--- config.mk ---
export PLATFORM = sky130hd
export DESIGN_NAME = dtc_termination_ctrl
export DESIGN_NICKNAME = d
export VERILOG_FILES = /design/src/dtc_pkg.sv /design/src/dtc_dly_if.sv /design/src/dtc_delay_line.sv /design/src/dtc_termination_ctrl.sv
export SDC_FILE = /design/constraint.sdc
export NUM_CORES = 1
export LEC_CHECK = 0
export BUFFER_PORTS_ARGS = -buffer_cell sky130_fd_sc_hd__buf_2
export CORE_MARGIN = 2
export CORE_UTILIZATION = 40
export CTS_CLUSTER_DIAMETER = 80
export DETAILED_ROUTE_END_ITERATION = 10
export GPL_TIMING_DRIVEN = 0
export PLACE_DENSITY = 0.64
export SKIP_CTS_REPAIR_TIMING = 1
export SLEW_MARGIN = 20
export SYNTH_ARGS = -nofsm -noshare
export SYNTH_HDL_FRONTEND = slang
export SYNTH_SLANG_ARGS = --single-unit
--- constraint.sdc ---
create_clock -name clock -period 5.2 [get_ports clock]
set_input_delay 1.3 -clock clock [delete_from_list [all_inputs] [get_ports clock]]
set_output_delay 1.3 -clock clock [all_outputs]
set_load 0.02 [all_outputs]
--- src/dtc_pkg.sv ---
// Purpose: Shared constants for the termination control block
// Assumes: 32-bit Avalon-MM register bus, byte addresses
// Notes:   Mode register images hold the low 16 address bits of a mode register set
package dtc_pkg;

  localparam int          ADDR_W        = 5;
  localparam int          DATA_W        = 32;
  localparam int          MR_W          = 16;
  localparam int          LAT_W         = 5;
  localparam int          FLD_W         = 3;

  // Register byte offsets
  localparam logic [4:0]  OFS_MODE_ZERO = 5'h00;
  localparam logic [4:0]  OFS_MODE_ONE  = 5'h04;
  localparam logic [4:0]  OFS_MODE_TWO  = 5'h08;
  localparam logic [4:0]  OFS_CONTROL   = 5'h0c;
  localparam logic [4:0]  OFS_STATUS    = 5'h10;

  // Reset values
  localparam logic [15:0] MR_RESET      = 16'h0000;
  localparam logic [2:0]  CTRL_RESET    = 3'h0;

  // Control register bits
  localparam int          CTRL_W        = 3;
  localparam int          CTRL_SELF_REF = 0;
  localparam int          CTRL_PDOWN    = 1;
  localparam int          CTRL_DLL_LOCK = 2;

  // Status register bits
  localparam int          ST_TERM_ON    = 0;
  localparam int          ST_WR_STR     = 1;
  localparam int          ST_DYN_EN     = 2;
  localparam int          ST_ASYNC      = 3;
  localparam int          ST_CODE_LSB   = 4;

  // Mode register field positions
  localparam int          MR0_BL_LSB    = 0;
  localparam int          MR0_CL_HI     = 2;
  localparam int          MR0_CL_LSB    = 4;
  localparam int          MR0_DLL_KEEP  = 12;
  localparam int          MR1_DLL_OFF   = 0;
  localparam int          MR1_NOM_B0    = 2;
  localparam int          MR1_AL_LSB    = 3;
  localparam int          MR1_NOM_B1    = 6;
  localparam int          MR1_NOM_B2    = 9;
  localparam int          MR2_CWL_LSB   = 3;
  localparam int          MR2_WR_LSB    = 9;

  // Burst length field codes
  localparam logic [1:0]  BL_FIXED_FULL = 2'h0;
  localparam logic [1:0]  BL_OTF        = 2'h1;
  localparam logic [1:0]  BL_FIXED_CHOP = 2'h2;

  // Additive latency field codes
  localparam logic [1:0]  AL_ZERO       = 2'h0;
  localparam logic [1:0]  AL_CL_MINUS1  = 2'h1;
  localparam logic [1:0]  AL_CL_MINUS2  = 2'h2;

  // Latency arithmetic
  localparam logic [4:0]  CWL_BASE      = 5'h05;
  localparam logic [4:0]  CL_BASE       = 5'h04;
  localparam logic [4:0]  WL_TERM_SUB   = 5'h02;
  localparam logic [4:0]  ONE_CYCLE     = 5'h01;
  localparam logic [4:0]  LAT_MIN       = 5'h03;

  // Strength hold after a write, added to the on latency
  localparam logic [2:0]  HOLD_CHOP     = 3'h4;
  localparam logic [2:0]  HOLD_FULL     = 3'h6;
  localparam logic [2:0]  HOLD_LAST     = 3'h1;

  // Delay line lanes
  localparam int          DLY_W         = 3;
  localparam int          LANE_PIN      = 0;
  localparam int          LANE_WRITE    = 1;
  localparam int          LANE_CHOP     = 2;

endpackage

--- src/dtc_dly_if.sv ---
// Purpose: Carrier between the control logic and its delay line
// Assumes: Tap index counts cycles of delay minus one
// Notes:   Output is a combinational read of the selected stage
interface dtc_dly_if #(
  parameter int W  = 3,
  parameter int AW = 5
);
  logic [W-1:0]  din;
  logic [AW-1:0] tap;
  logic [W-1:0]  dout;

  modport user (output din, output tap, input dout);
  modport line (input din, input tap, output dout);
endinterface

--- src/dtc_delay_line.sv ---
// Purpose: Tapped shift register delaying the sampled pin and write events
// Assumes: Tap below DEPTH
// Notes:   Stage j holds the input sampled j+1 edges earlier
module dtc_delay_line #(
  parameter int W     = 3,
  parameter int DEPTH = 32
) (
  input  wire logic clock,
  input  wire logic rst_n,
  dtc_dly_if.line   dly
);
  logic [W-1:0] stage      [DEPTH];
  logic [W-1:0] next_stage [DEPTH];

  always_comb begin
    next_stage[0] = dly.din;
    for (int i = 1; i < DEPTH; i++) begin
      next_stage[i] = stage[i-1];
    end
  end

  always_ff @(posedge clock) begin
    for (int i = 0; i < DEPTH; i++) begin
      if (!rst_n) begin
        stage[i] <= '0;
      end else begin
        stage[i] <= next_stage[i];
      end
    end
  end

  assign dly.dout = stage[dly.tap];
endmodule

--- src/dtc_termination_ctrl.sv ---
// Purpose: Termination on/off and strength control for data, strobe and mask lines
// Assumes: Pins and write commands are synchronous to clock; registers over Avalon-MM
// Notes:   Mode register images are loaded by software in place of a command decoder
module dtc_termination_ctrl
  import dtc_pkg::*;
#(
  parameter int DQ_WIDTH      = 16,
  parameter int STROBE_GROUPS = 2,
  parameter int DEPTH         = 32
) (
  input  wire logic                     clock,
  input  wire logic                     rst_n,
  input  wire logic [ADDR_W-1:0]        avs_address,
  input  wire logic                     avs_read,
  input  wire logic                     avs_write,
  input  wire logic [DATA_W-1:0]        avs_writedata,
  input  wire logic [3:0]               avs_byteenable,
  output logic      [DATA_W-1:0]        avs_readdata,
  output logic                          avs_waitrequest,
  input  wire logic                     termination_control_pin,
  input  wire logic                     cmd_write,
  input  wire logic                     cmd_burst_full,
  output logic      [DQ_WIDTH-1:0]      term_dq,
  output logic      [STROBE_GROUPS-1:0] term_dqs,
  output logic      [STROBE_GROUPS-1:0] term_dqs_n,
  output logic      [STROBE_GROUPS-1:0] data_mask_term,
  output logic                          term_write_strength,
  output logic      [FLD_W-1:0]         term_code
);

  logic [MR_W-1:0]    mode_register_zero;
  logic [MR_W-1:0]    mode_register_one;
  logic [MR_W-1:0]    mode_register_two;
  logic [CTRL_W-1:0]  ctrl;
  logic [MR_W-1:0]    next_mr0;
  logic [MR_W-1:0]    next_mr1;
  logic [MR_W-1:0]    next_mr2;
  logic [CTRL_W-1:0]  next_ctrl;
  logic [DATA_W-1:0]  next_readdata;
  logic               next_waitrequest;

  logic               term_on;
  logic               next_term_on;
  logic               next_strength;
  logic [2:0]         hold_cnt;
  logic [2:0]         next_hold;
  logic [FLD_W-1:0]   next_code;

  logic [FLD_W-1:0]   nom_value;
  logic [1:0]         wr_value;
  logic               term_enabled;
  logic               dyn_en;
  logic               self_ref;
  logic               async_mode;
  logic               write_is_chop;
  logic [LAT_W-1:0]   write_cas_latency;
  logic [LAT_W-1:0]   cas_latency;
  logic [LAT_W-1:0]   additive_latency;
  logic [LAT_W-1:0]   term_on_latency;
  logic               write_arrive;

  dtc_dly_if #(.W(DLY_W), .AW(LAT_W)) dly ();

  dtc_delay_line #(.W(DLY_W), .DEPTH(DEPTH)) u_delay (
    .clock (clock),
    .rst_n (rst_n),
    .dly   (dly)
  );

  function automatic logic [MR_W-1:0] merge(input logic [MR_W-1:0]   old,
                                            input logic [DATA_W-1:0] wd,
                                            input logic [3:0]        be);
    logic [MR_W-1:0] r;
    r = old;
    if (be[0]) begin
      r[7:0] = wd[7:0];
    end
    if (be[1]) begin
      r[15:8] = wd[15:8];
    end
    return r;
  endfunction

  // Mode register field decode
  assign nom_value = {mode_register_one[MR1_NOM_B2], mode_register_one[MR1_NOM_B1],
                      mode_register_one[MR1_NOM_B0]};
  assign wr_value = mode_register_two[MR2_WR_LSB+1:MR2_WR_LSB];
  assign term_enabled = (nom_value != '0) || (wr_value != '0);
  assign dyn_en = (wr_value != '0);
  assign self_ref = ctrl[CTRL_SELF_REF];
  // Precharge power-down with the DLL frozen; otherwise synchronous timing
  assign async_mode = ctrl[CTRL_PDOWN] && !mode_register_zero[MR0_DLL_KEEP];

  assign write_cas_latency = CWL_BASE + LAT_W'(mode_register_two[MR2_CWL_LSB+2:MR2_CWL_LSB]);
  assign cas_latency = CL_BASE + LAT_W'({mode_register_zero[MR0_CL_HI],
                                         mode_register_zero[MR0_CL_LSB+2:MR0_CL_LSB]});

  always_comb begin
    unique case (mode_register_one[MR1_AL_LSB+1:MR1_AL_LSB])
      AL_CL_MINUS1: additive_latency = cas_latency - ONE_CYCLE;
      AL_CL_MINUS2: additive_latency = cas_latency - WL_TERM_SUB;
      default:      additive_latency = '0;
    endcase
  end

  assign term_on_latency = write_cas_latency + additive_latency - WL_TERM_SUB;

  always_comb begin
    unique case (mode_register_zero[MR0_BL_LSB+1:MR0_BL_LSB])
      BL_OTF:        write_is_chop = !cmd_burst_full;
      BL_FIXED_CHOP: write_is_chop = 1'b1;
      default:       write_is_chop = 1'b0;
    endcase
  end

  // Pin and write events enter the delay line; tap gives the posted latency
  assign dly.din[LANE_PIN]   = termination_control_pin && !self_ref;
  assign dly.din[LANE_WRITE] = cmd_write && dyn_en;
  assign dly.din[LANE_CHOP]  = write_is_chop;
  assign dly.tap = term_on_latency - ONE_CYCLE;
  assign write_arrive = dly.dout[LANE_WRITE];

  // Termination switch and strength
  always_comb begin
    next_strength = term_write_strength;
    next_hold = hold_cnt;
    if (async_mode) begin
      next_term_on = term_enabled && !self_ref && termination_control_pin;
    end else begin
      next_term_on = term_enabled && !self_ref && dly.dout[LANE_PIN];
    end
    if (term_write_strength) begin
      next_hold = hold_cnt - HOLD_LAST;
      if (hold_cnt == HOLD_LAST) begin
        next_strength = 1'b0;
      end
    end
    if (write_arrive) begin
      next_strength = 1'b1;
      next_hold = dly.dout[LANE_CHOP] ? HOLD_CHOP : HOLD_FULL;
    end
    if (!dyn_en) begin
      next_strength = 1'b0;
    end
    next_code = next_strength ? {1'b0, wr_value} : nom_value;
  end

  always_ff @(posedge clock) begin
    if (!rst_n) begin
      term_on             <= 1'b0;
      term_write_strength <= 1'b0;
      hold_cnt            <= '0;
      term_code           <= '0;
      term_dq             <= '0;
      term_dqs            <= '0;
      term_dqs_n          <= '0;
      data_mask_term      <= '0;
    end else begin
      term_on             <= next_term_on;
      term_write_strength <= next_strength;
      hold_cnt            <= next_hold;
      term_code           <= next_code;
      term_dq             <= {DQ_WIDTH{next_term_on}};
      term_dqs            <= {STROBE_GROUPS{next_term_on}};
      term_dqs_n          <= {STROBE_GROUPS{next_term_on}};
      data_mask_term      <= {STROBE_GROUPS{next_term_on}};
    end
  end

  // Avalon slave: one wait cycle, then answer for one cycle
  always_comb begin
    next_mr0 = mode_register_zero;
    next_mr1 = mode_register_one;
    next_mr2 = mode_register_two;
    next_ctrl = ctrl;
    next_readdata = avs_readdata;
    next_waitrequest = 1'b1;
    if ((avs_read || avs_write) && avs_waitrequest) begin
      next_waitrequest = 1'b0;
      next_readdata = '0;
      if (avs_read) begin
        unique case (avs_address)
          OFS_MODE_ZERO: next_readdata = DATA_W'(mode_register_zero);
          OFS_MODE_ONE:  next_readdata = DATA_W'(mode_register_one);
          OFS_MODE_TWO:  next_readdata = DATA_W'(mode_register_two);
          OFS_CONTROL:   next_readdata = DATA_W'(ctrl);
          OFS_STATUS: begin
            next_readdata[ST_TERM_ON] = term_on;
            next_readdata[ST_WR_STR] = term_write_strength;
            next_readdata[ST_DYN_EN] = dyn_en;
            next_readdata[ST_ASYNC] = async_mode;
            next_readdata[ST_CODE_LSB+FLD_W-1:ST_CODE_LSB] = term_code;
          end
          default:       next_readdata = '0;
        endcase
      end
    end
    if (avs_write && !avs_waitrequest) begin
      unique case (avs_address)
        OFS_MODE_ZERO: next_mr0 = merge(mode_register_zero, avs_writedata, avs_byteenable);
        OFS_MODE_ONE:  next_mr1 = merge(mode_register_one, avs_writedata, avs_byteenable);
        OFS_MODE_TWO:  next_mr2 = merge(mode_register_two, avs_writedata, avs_byteenable);
        OFS_CONTROL: begin
          if (avs_byteenable[0]) begin
            next_ctrl = avs_writedata[CTRL_W-1:0];
          end
        end
        default:       next_ctrl = ctrl;
      endcase
    end
  end

  always_ff @(posedge clock) begin
    if (!rst_n) begin
      mode_register_zero <= MR_RESET;
      mode_register_one  <= MR_RESET;
      mode_register_two  <= MR_RESET;
      ctrl               <= CTRL_RESET;
      avs_readdata       <= '0;
      avs_waitrequest    <= 1'b1;
    end else begin
      mode_register_zero <= next_mr0;
      mode_register_one  <= next_mr1;
      mode_register_two  <= next_mr2;
      ctrl               <= next_ctrl;
      avs_readdata       <= next_readdata;
      avs_waitrequest    <= next_waitrequest;
    end
  end

  // Checks
  a_selfref_off: assert property (@(posedge clock) disable iff (!rst_n)
    self_ref |=> !term_on && (term_dq == '0))
    else $error("termination on during self-refresh");

  a_disabled_off: assert property (@(posedge clock) disable iff (!rst_n)
    !term_enabled |=> !term_on && (data_mask_term == '0))
    else $error("termination on while disabled by mode registers");

  a_sync_latency: assert property (@(posedge clock) disable iff (!rst_n)
    !async_mode && term_enabled && !self_ref && term_on_latency == LAT_MIN
      && $stable(term_on_latency) && $stable(self_ref)
      |=> term_on == $past(termination_control_pin, 4))
    else $error("termination not following pin after latency");

  a_async_direct: assert property (@(posedge clock) disable iff (!rst_n)
    async_mode && term_enabled && !self_ref |=> term_on == $past(termination_control_pin))
    else $error("asynchronous termination delayed");

  a_write_strength: assert property (@(posedge clock) disable iff (!rst_n)
    cmd_write && dyn_en && term_on_latency == LAT_MIN && $stable(term_on_latency)
      |-> ##4 (term_write_strength || !dyn_en))
    else $error("write strength not selected at latency");

  a_strength_hold: assert property (@(posedge clock) disable iff (!rst_n)
    $rose(term_write_strength) |-> (term_write_strength || !dyn_en)[*4])
    else $error("write strength dropped early");

  a_strength_end: assert property (@(posedge clock) disable iff (!rst_n)
    term_write_strength && hold_cnt == HOLD_LAST && !write_arrive |=> !term_write_strength)
    else $error("write strength held too long");

  a_pin_low_off: assert property (@(posedge clock) disable iff (!rst_n)
    (!termination_control_pin && !async_mode && term_on_latency == LAT_MIN)[*5]
      |=> !term_on)
    else $error("termination on without pin");

  a_dyn_nominal: assert property (@(posedge clock) disable iff (!rst_n)
    !dyn_en |=> !term_write_strength && term_code == $past(nom_value))
    else $error("nominal strength not selected");

  a_reset_state: assert property (@(posedge clock) disable iff (!rst_n)
    $rose(rst_n) |-> !term_on && !term_write_strength && avs_waitrequest)
    else $error("state not cleared by reset");

endmodule

# After elaboration in Yosys (flattened, before gate mapping)
# Memories as Yosys holds them, arrays and structs flattened.
# Index checks and enable logic that the tools add are counted.
[op_classes]
n_addsub = 8
eq_ne = 9
muxes = 49
n_bitwise = 33
reduce_logical = 26
[op_table]
columns = ["cell", "count"]
rows = [
  ["two-way mux 3 bit", 34],
  ["case mux 7 bit (5 select lines)", 1],
  ["bitwise OR 1 bit", 32],
  ["case mux 9 bit (3 select lines)", 1],
  ["AND reduction 3 bit", 7],
  ["two-way mux 16 bit", 1],
  ["== test 5 x 4 -> 1 bit (second input constant)", 2],
  ["case mux 5 bit (2 select lines)", 1],
  ["subtractor 5 x 1 -> 5 bit (second input constant)", 2],
  ["subtractor 5 x 2 -> 5 bit (second input constant)", 2],
  ["logical AND 1 bit", 8],
  ["two-way mux 1 bit", 8],
  ["adder 3 x 4 -> 5 bit (first input constant)", 1],
  ["adder 4 x 5 -> 5 bit", 1],
  ["== test 5 x 3 -> 1 bit (second input constant)", 1],
  ["== test 5 bit (second input constant)", 1],
  ["zero test 5 bit", 1],
  ["adder 3 x 3 -> 4 bit (first input constant)", 1],
  ["== test 2 x 1 -> 1 bit (second input constant)", 2],
  ["== test 2 bit (second input constant)", 2],
  ["zero test 1 bit", 4],
  ["two-way mux 2 bit", 2],
  ["nonzero test 2 bit", 2],
  ["== test 3 x 1 -> 1 bit (second input constant)", 1],
  ["6 further kinds", 7],
]
[totals]
register_bits = 94
mem_bits_rw = 96
inputBits = 48
word_cells = 142
mem_count = 1
[memory_table]
columns = ["memory", "depth", "width", "read_ports", "rd_ports_with_merged_regs", "write_ports", "line", "text"]
rows = [
  ["u_delay.stage", 32, 3, 32, 0, 32, "dtc_delay_line.sv:12", "logic [W-1:0] stage [DEPTH];"],
]

# Longest topological paths before layout
# An unclocked memory read counts as a cell.
[depth]
depth_word = 10
depth_mapped = 17

# Modules after synthesis
# A second synthesis with hierarchy kept.
[hier_totals]
cells_unflattened = 668
area_unflattened_um2 = 7359.6
[by_module_without_submodules]
columns = ["mod", "n_inst", "cells_per_inst", "area_per_inst_um2", "seq_area_each_um2"]
rows = [
  ["dtc_termination_ctrl", 1, 426, 4047.6, 1521.5],
  ["dtc_delay_line", 1, 242, 3311.9, 1921.8],
]

# Worst setup path after synthesis
# Ideal clock, no wire load.
[synth_timing]
path_type = "register to register"
startpoint = "reg mode_register_zero[4]"
endpoint = "reg hold_cnt[1]"
t_arrival_ns = 3.436
required_ns = 5.084
slack_ns = 1.649
path_stages_with_launch = 18
path_cell_list = "dfxtp_1 -> inv_1 -> ha_1 -> or2b_1 -> a21o_1 -> ha_1 -> inv_1 -> ha_1 -> inv_1 -> fa_1 -> buf_2 -> nor2_1 -> a22oi_1 -> nand4_1 -> a21boi_0 -> mux2_4 -> a311o_1 -> and3_1"
[synth_via]
elab_chain_cells = 9
[synth_rtl]
columns = ["item", "line", "text"]
rows = [
  ["start, declared", "dtc_termination_ctrl.sv:31", "logic [MR_W-1:0] mode_register_zero;"],
  ["start signal, assigned", "dtc_termination_ctrl.sv:222", "mode_register_zero <= next_mr0;"],
  ["adder 3 x 4 -> 5 bit (*)", "dtc_termination_ctrl.sv:95", "assign cas_latency = CL_BASE + LAT_W'({mode_register_zero[MR0_CL_HI],"],
  ["subtractor 5 x 2 -> 5 bit or subtractor 5 x 1 -> 5 bit (tied branches)", "dtc_termination_ctrl.sv:101, dtc_termination_ctrl.sv:100", ""],
  ["case mux 5 bit (2 select lines) (*)", "dtc_termination_ctrl.sv:99", "unique case (mode_register_one[MR1_AL_LSB+1:MR1_AL_LSB])"],
  ["adder 4 x 5 -> 5 bit (*)", "dtc_termination_ctrl.sv:106", "assign term_on_latency = write_cas_latency + additive_latency - WL_TERM_SUB;"],
  ["subtractor 5 x 2 -> 5 bit (*)", "dtc_termination_ctrl.sv:106", ""],
  ["subtractor 5 x 1 -> 5 bit (*)", "dtc_termination_ctrl.sv:120", "assign dly.tap = term_on_latency - ONE_CYCLE;"],
  ["memory read (32 x 3 bit) (*)", "n/a", ""],
  ["two-way mux 2 bit", "dtc_termination_ctrl.sv:140", "next_hold = dly.dout[LANE_CHOP] ? HOLD_CHOP : HOLD_FULL;"],
  ["two-way mux 3 bit", "dtc_termination_ctrl.sv:138", "if (write_arrive) begin"],
  ["end signal, assigned", "dtc_termination_ctrl.sv:161", "hold_cnt <= next_hold;"],
  ["end, declared", "dtc_termination_ctrl.sv:45", "logic [2:0] hold_cnt;"],
]
# Mark *: on every way between the ends. The rest lies on a longest branch, timed or not.
# A chain may end at the register's enable or synchronous reset.

# Worst setup path after layout
# Same ends and word-level chain as after synthesis.

==> impl_results.rst <==
.. list-table::
   :header-rows: 1

   * - Metric
     - Value
   * - Outcome
     - completed
   * - Reg-to-Reg Start
     - mode_register_zero[4]$_SDFFE_PN0P_
   * - Leakage power
     - roughly 3.8 nW
   * - Final total negative setup slack
     - 0 ns
   * - HPWL reported at the end of detailed placement
     - 11.9 mm
   * - Buffers plus inverters on the worst setup path
     - 4
   * - Number of enable-type register cells in the synthesized netlist
     - 0
   * - Cell family contributing the most delay on the critical path
     - adder cells
   * - Antenna diode instance count
     - 0
   * - Flip-flop and latch count after synthesis
     - roughly 170
   * - Unrepaired setup endpoints after global routing
     - no
   * - Slowest-stage cell, CP
     - fa_1
   * - Max-slew violation count
     - 0
   * - Die boundary height
     - 140 um
   * - Start point of the worst hold path
     - u_delay.stage[11][2]$_SDFF_PN0_
   * - Final worst-path cycle share
     - between 70% and 80%
   * - Worst-case headroom to the max-slew limit
     - 47.9%
   * - Most common cell after layout, fill and taps aside
     - dfxtp_1
   * - Layout cell share with drive strength beyond 1
     - 20.6%
   * - Leading cell types in the layout, fill and taps excluded
     - dfxtp_1, and2_1, mux2i_1
   * - Routability congestion estimate
     - a little under 0.8
   * - Critical-path cell list
     - inv_1 > ha_1 > or2b_1 > a21o_1 > ha_1 > inv_1 > ha_1 > inv_1 > fa_1 > buf_2 > nor2_1 > a22oi_1 > nand4_1 > a21boi_0 > mux2_4 > a311o_1 > and3_1
   * - Overall Global Routing Usage
     - 17.4%
   * - Clock tree skew after final layout
     - about 0.0062 ns
   * - Max-cap violations
     - 0
   * - Initial core utilization
     - slightly above 40%
   * - IO buf count
     - between 70 and 80
   * - Period minus WS final
     - around 4 ns
   * - H-tree lvl count
     - 4
   * - Core Rows
     - 49
   * - Power density normalized to cell area
     - 313 mW/mm^2
   * - Pin count of the biggest net entering global routing
     - 24
   * - Die extent in x
     - between 100 and 150 um
   * - Synthesized area
     - between 0.007 and 0.008 mm^2
   * - Number of clock sinks
     - approximately 170
   * - Number of buffers created by CTS
     - 17
   * - Highest ir drop seen on vdd
     - 0.236 mV
   * - Cell count after synthesis
     - roughly 720
   * - Latest clock arrival within the worst-skew pair
     - approximately 0.43 ns
   * - Clock buffer depth
     - 2
   * - I/O pin count
     - between 100 and 150
   * - Growth of design area from synthesis to finish
     - 17.7%
   * - Count of routing violations after the opening detailed-route iteration
     - 250
   * - Sequential share of the synthesized area
     - between 40% and 50%
   * - Tightest Hold Check Type
     - register to register
   * - Worst Path Class, Setup
     - register to register
   * - Overall die area
     - approximately 0.020 mm^2
   * - CP arrival
     - between 4 and 5 ns
   * - Dominant register cell in the synthesized netlist
     - dfxtp_1
   * - Count of vias placed by the detailed router
     - around 5,100
   * - # DRC
     - 0
   * - Crit path capture type
     - register
   * - Final global-route overflow total
     - 0
   * - Fill cell instance count of the final layout
     - roughly 1,700
   * - Average wire length per cell after detail routing
     - ~15 um
   * - Achievable frequency
     - 0.246 GHz
   * - Category of the worst setup path launch point
     - register
   * - Core region area
     - between 0.015 and 0.02 mm^2
   * - Mean Syn Cell Area
     - 10.4 um^2
   * - Max stage delay on crit path
     - around 0.54 ns
   * - Core Util, Final
     - 48.4%
   * - TritonCTS clock tree
     - built
   * - Final #Nets
     - 889
   * - Wire length after detailed routing
     - about 16 mm
   * - Initial antenna violation count
     - 0
   * - Data required time at the worst endpoint
     - roughly 5.5 ns
   * - Routed via count divided by cell count
     - 4.83
   * - Clk Tree Root Cell
     - clkbuf_16
   * - Wire length of the first global-routing pass
     - around 27 mm
   * - Count of antenna-violating nets left after detailed routing
     - 0
   * - Final Hold Violating Endpoints
     - 0
   * - Final setup violation count
     - 0
   * - Clk slew on worst S/H paths
     - about 0.060 ns
   * - Slew at the pin closest to its max-slew limit
     - between 0.7 and 0.8 ns
   * - First drt pass iteration count
     - 4
   * - Post-synth cell types
     - 50
   * - Synthesis Warnings
     - 0
   * - Via count of the first global-routing pass
     - about 5,000
   * - Highest fanout seen on the critical path
     - 10
   * - Asr flop ratio synth
     - 0%
   * - Launching element of the worst setup path
     - mode_register_zero[4]$_SDFFE_PN0P_
==> logic make-up (layout without fill, tap and decap cells) <==
logic type,after synthesis,in the layout,synth area share [%]
multiplexers,100,100,16.9
adder cells (fa/ha/maj),18,18,3.13
AO/OA/AOI/OAI,82,82,7.16
flip-flops,172,172,46.3
other,1,16,0.0504
buffers and inverters,94,197,6.89
XOR/XNOR,5,5,0.588
AND/OR/NAND/NOR,246,246,19.0
==> cell type report <==
class	count	area, um^2	area share, %
Buffer	76	445	5.09
Clock buffer	20	457	5.21
Clock inverter	12	160	1.83
Inverter	18	67.6	0.771
Multi-Input combinational cell	467	3540	40.5
Sequential cell	172	3440	39.3
Tap cell	229	287	3.27
Timing Repair Buffer	71	355	4.06
==> power by group <==
group / internal, mW / leakage (nW) / switching (mW) / total [mW]
combinational: 0.0363 / 2.17 / 0.0652 / 0.102
sequential: 1.32 / 1.39 / 0.00216 / 1.32
clock: 0.785 / 0.290 / 0.529 / 1.31
==> per-stage QoR <==
step,power (mW),area [um^2],std cells,worst slack [ns],hold WS (ns)
6_report,2.74,8760,1065,1.13,0.446
5_1_grt,2.82,8760,1065,0.890,0.463
4_1_cts,2.76,8760,1065,1.12,0.450
3_5_place_dp,1.45,8140,1033,1.14,0.434
3_3_place_gp,1.45,8140,1033,1.18,0.430
2_1_floorplan,1.41,7500,733,1.65,0.421
==> flip-flops by register name (all words and copies together) (netlist names) <==
register / flops
mode_register_zero: 16
term_code: 3
mode_register_one: 16
hold_cnt: 3
term_on: 1
term_write_strength: 1
u_delay.stage: 96
mode_register_two: 16
avs_waitrequest: 1
ctrl: 3
avs_readdata: 16
==> layer usage <==
metal  global-route usage, %  vias to the layer above  part of all wire [%]
li1                        -                     2596                     -
met1                    23.9                     2409                    49
met2                    27.4                      115                    45
met3                    3.93                       19                   4.7
met4                    5.64                        0                   1.4
met5                       0                        -                     0
==> final timing paths <==
check / slack [ns] / cells after the start / end
max: 1.13 / 17 / hold_cnt[1]$_SDFFE_PN0P_
min: 0.45 / 1 / u_delay.stage[12][2]$_SDFF_PN0_
max reg2reg: 1.13 / 17 / hold_cnt[1]$_SDFFE_PN0P_
min reg2reg: 0.45 / 1 / u_delay.stage[12][2]$_SDFF_PN0_
==> synthesized netlist by cell type, types with 3 or more instances <==
master	count	area, um^2
nor2b_1	59	369
and2_1	101	632
ha_1	17	213
a21oi_1	8	40.0
buf_2	5	25.0
clkbuf_1	29	109
nand3_1	12	60.1
mux2i_1	78	781
xor2_1	3	26.3
a22oi_1	17	128
nand2_1	49	184
buf_4	41	308
a21boi_0	13	97.6
inv_1	18	67.6
o21ai_0	28	140
and3_1	4	25.0
dfxtp_1	172	3440
nor2_1	4	15.0
nand4_1	3	18.8
mux4_2	19	428
Note: power is estimated with default switching activity, not from simulation.
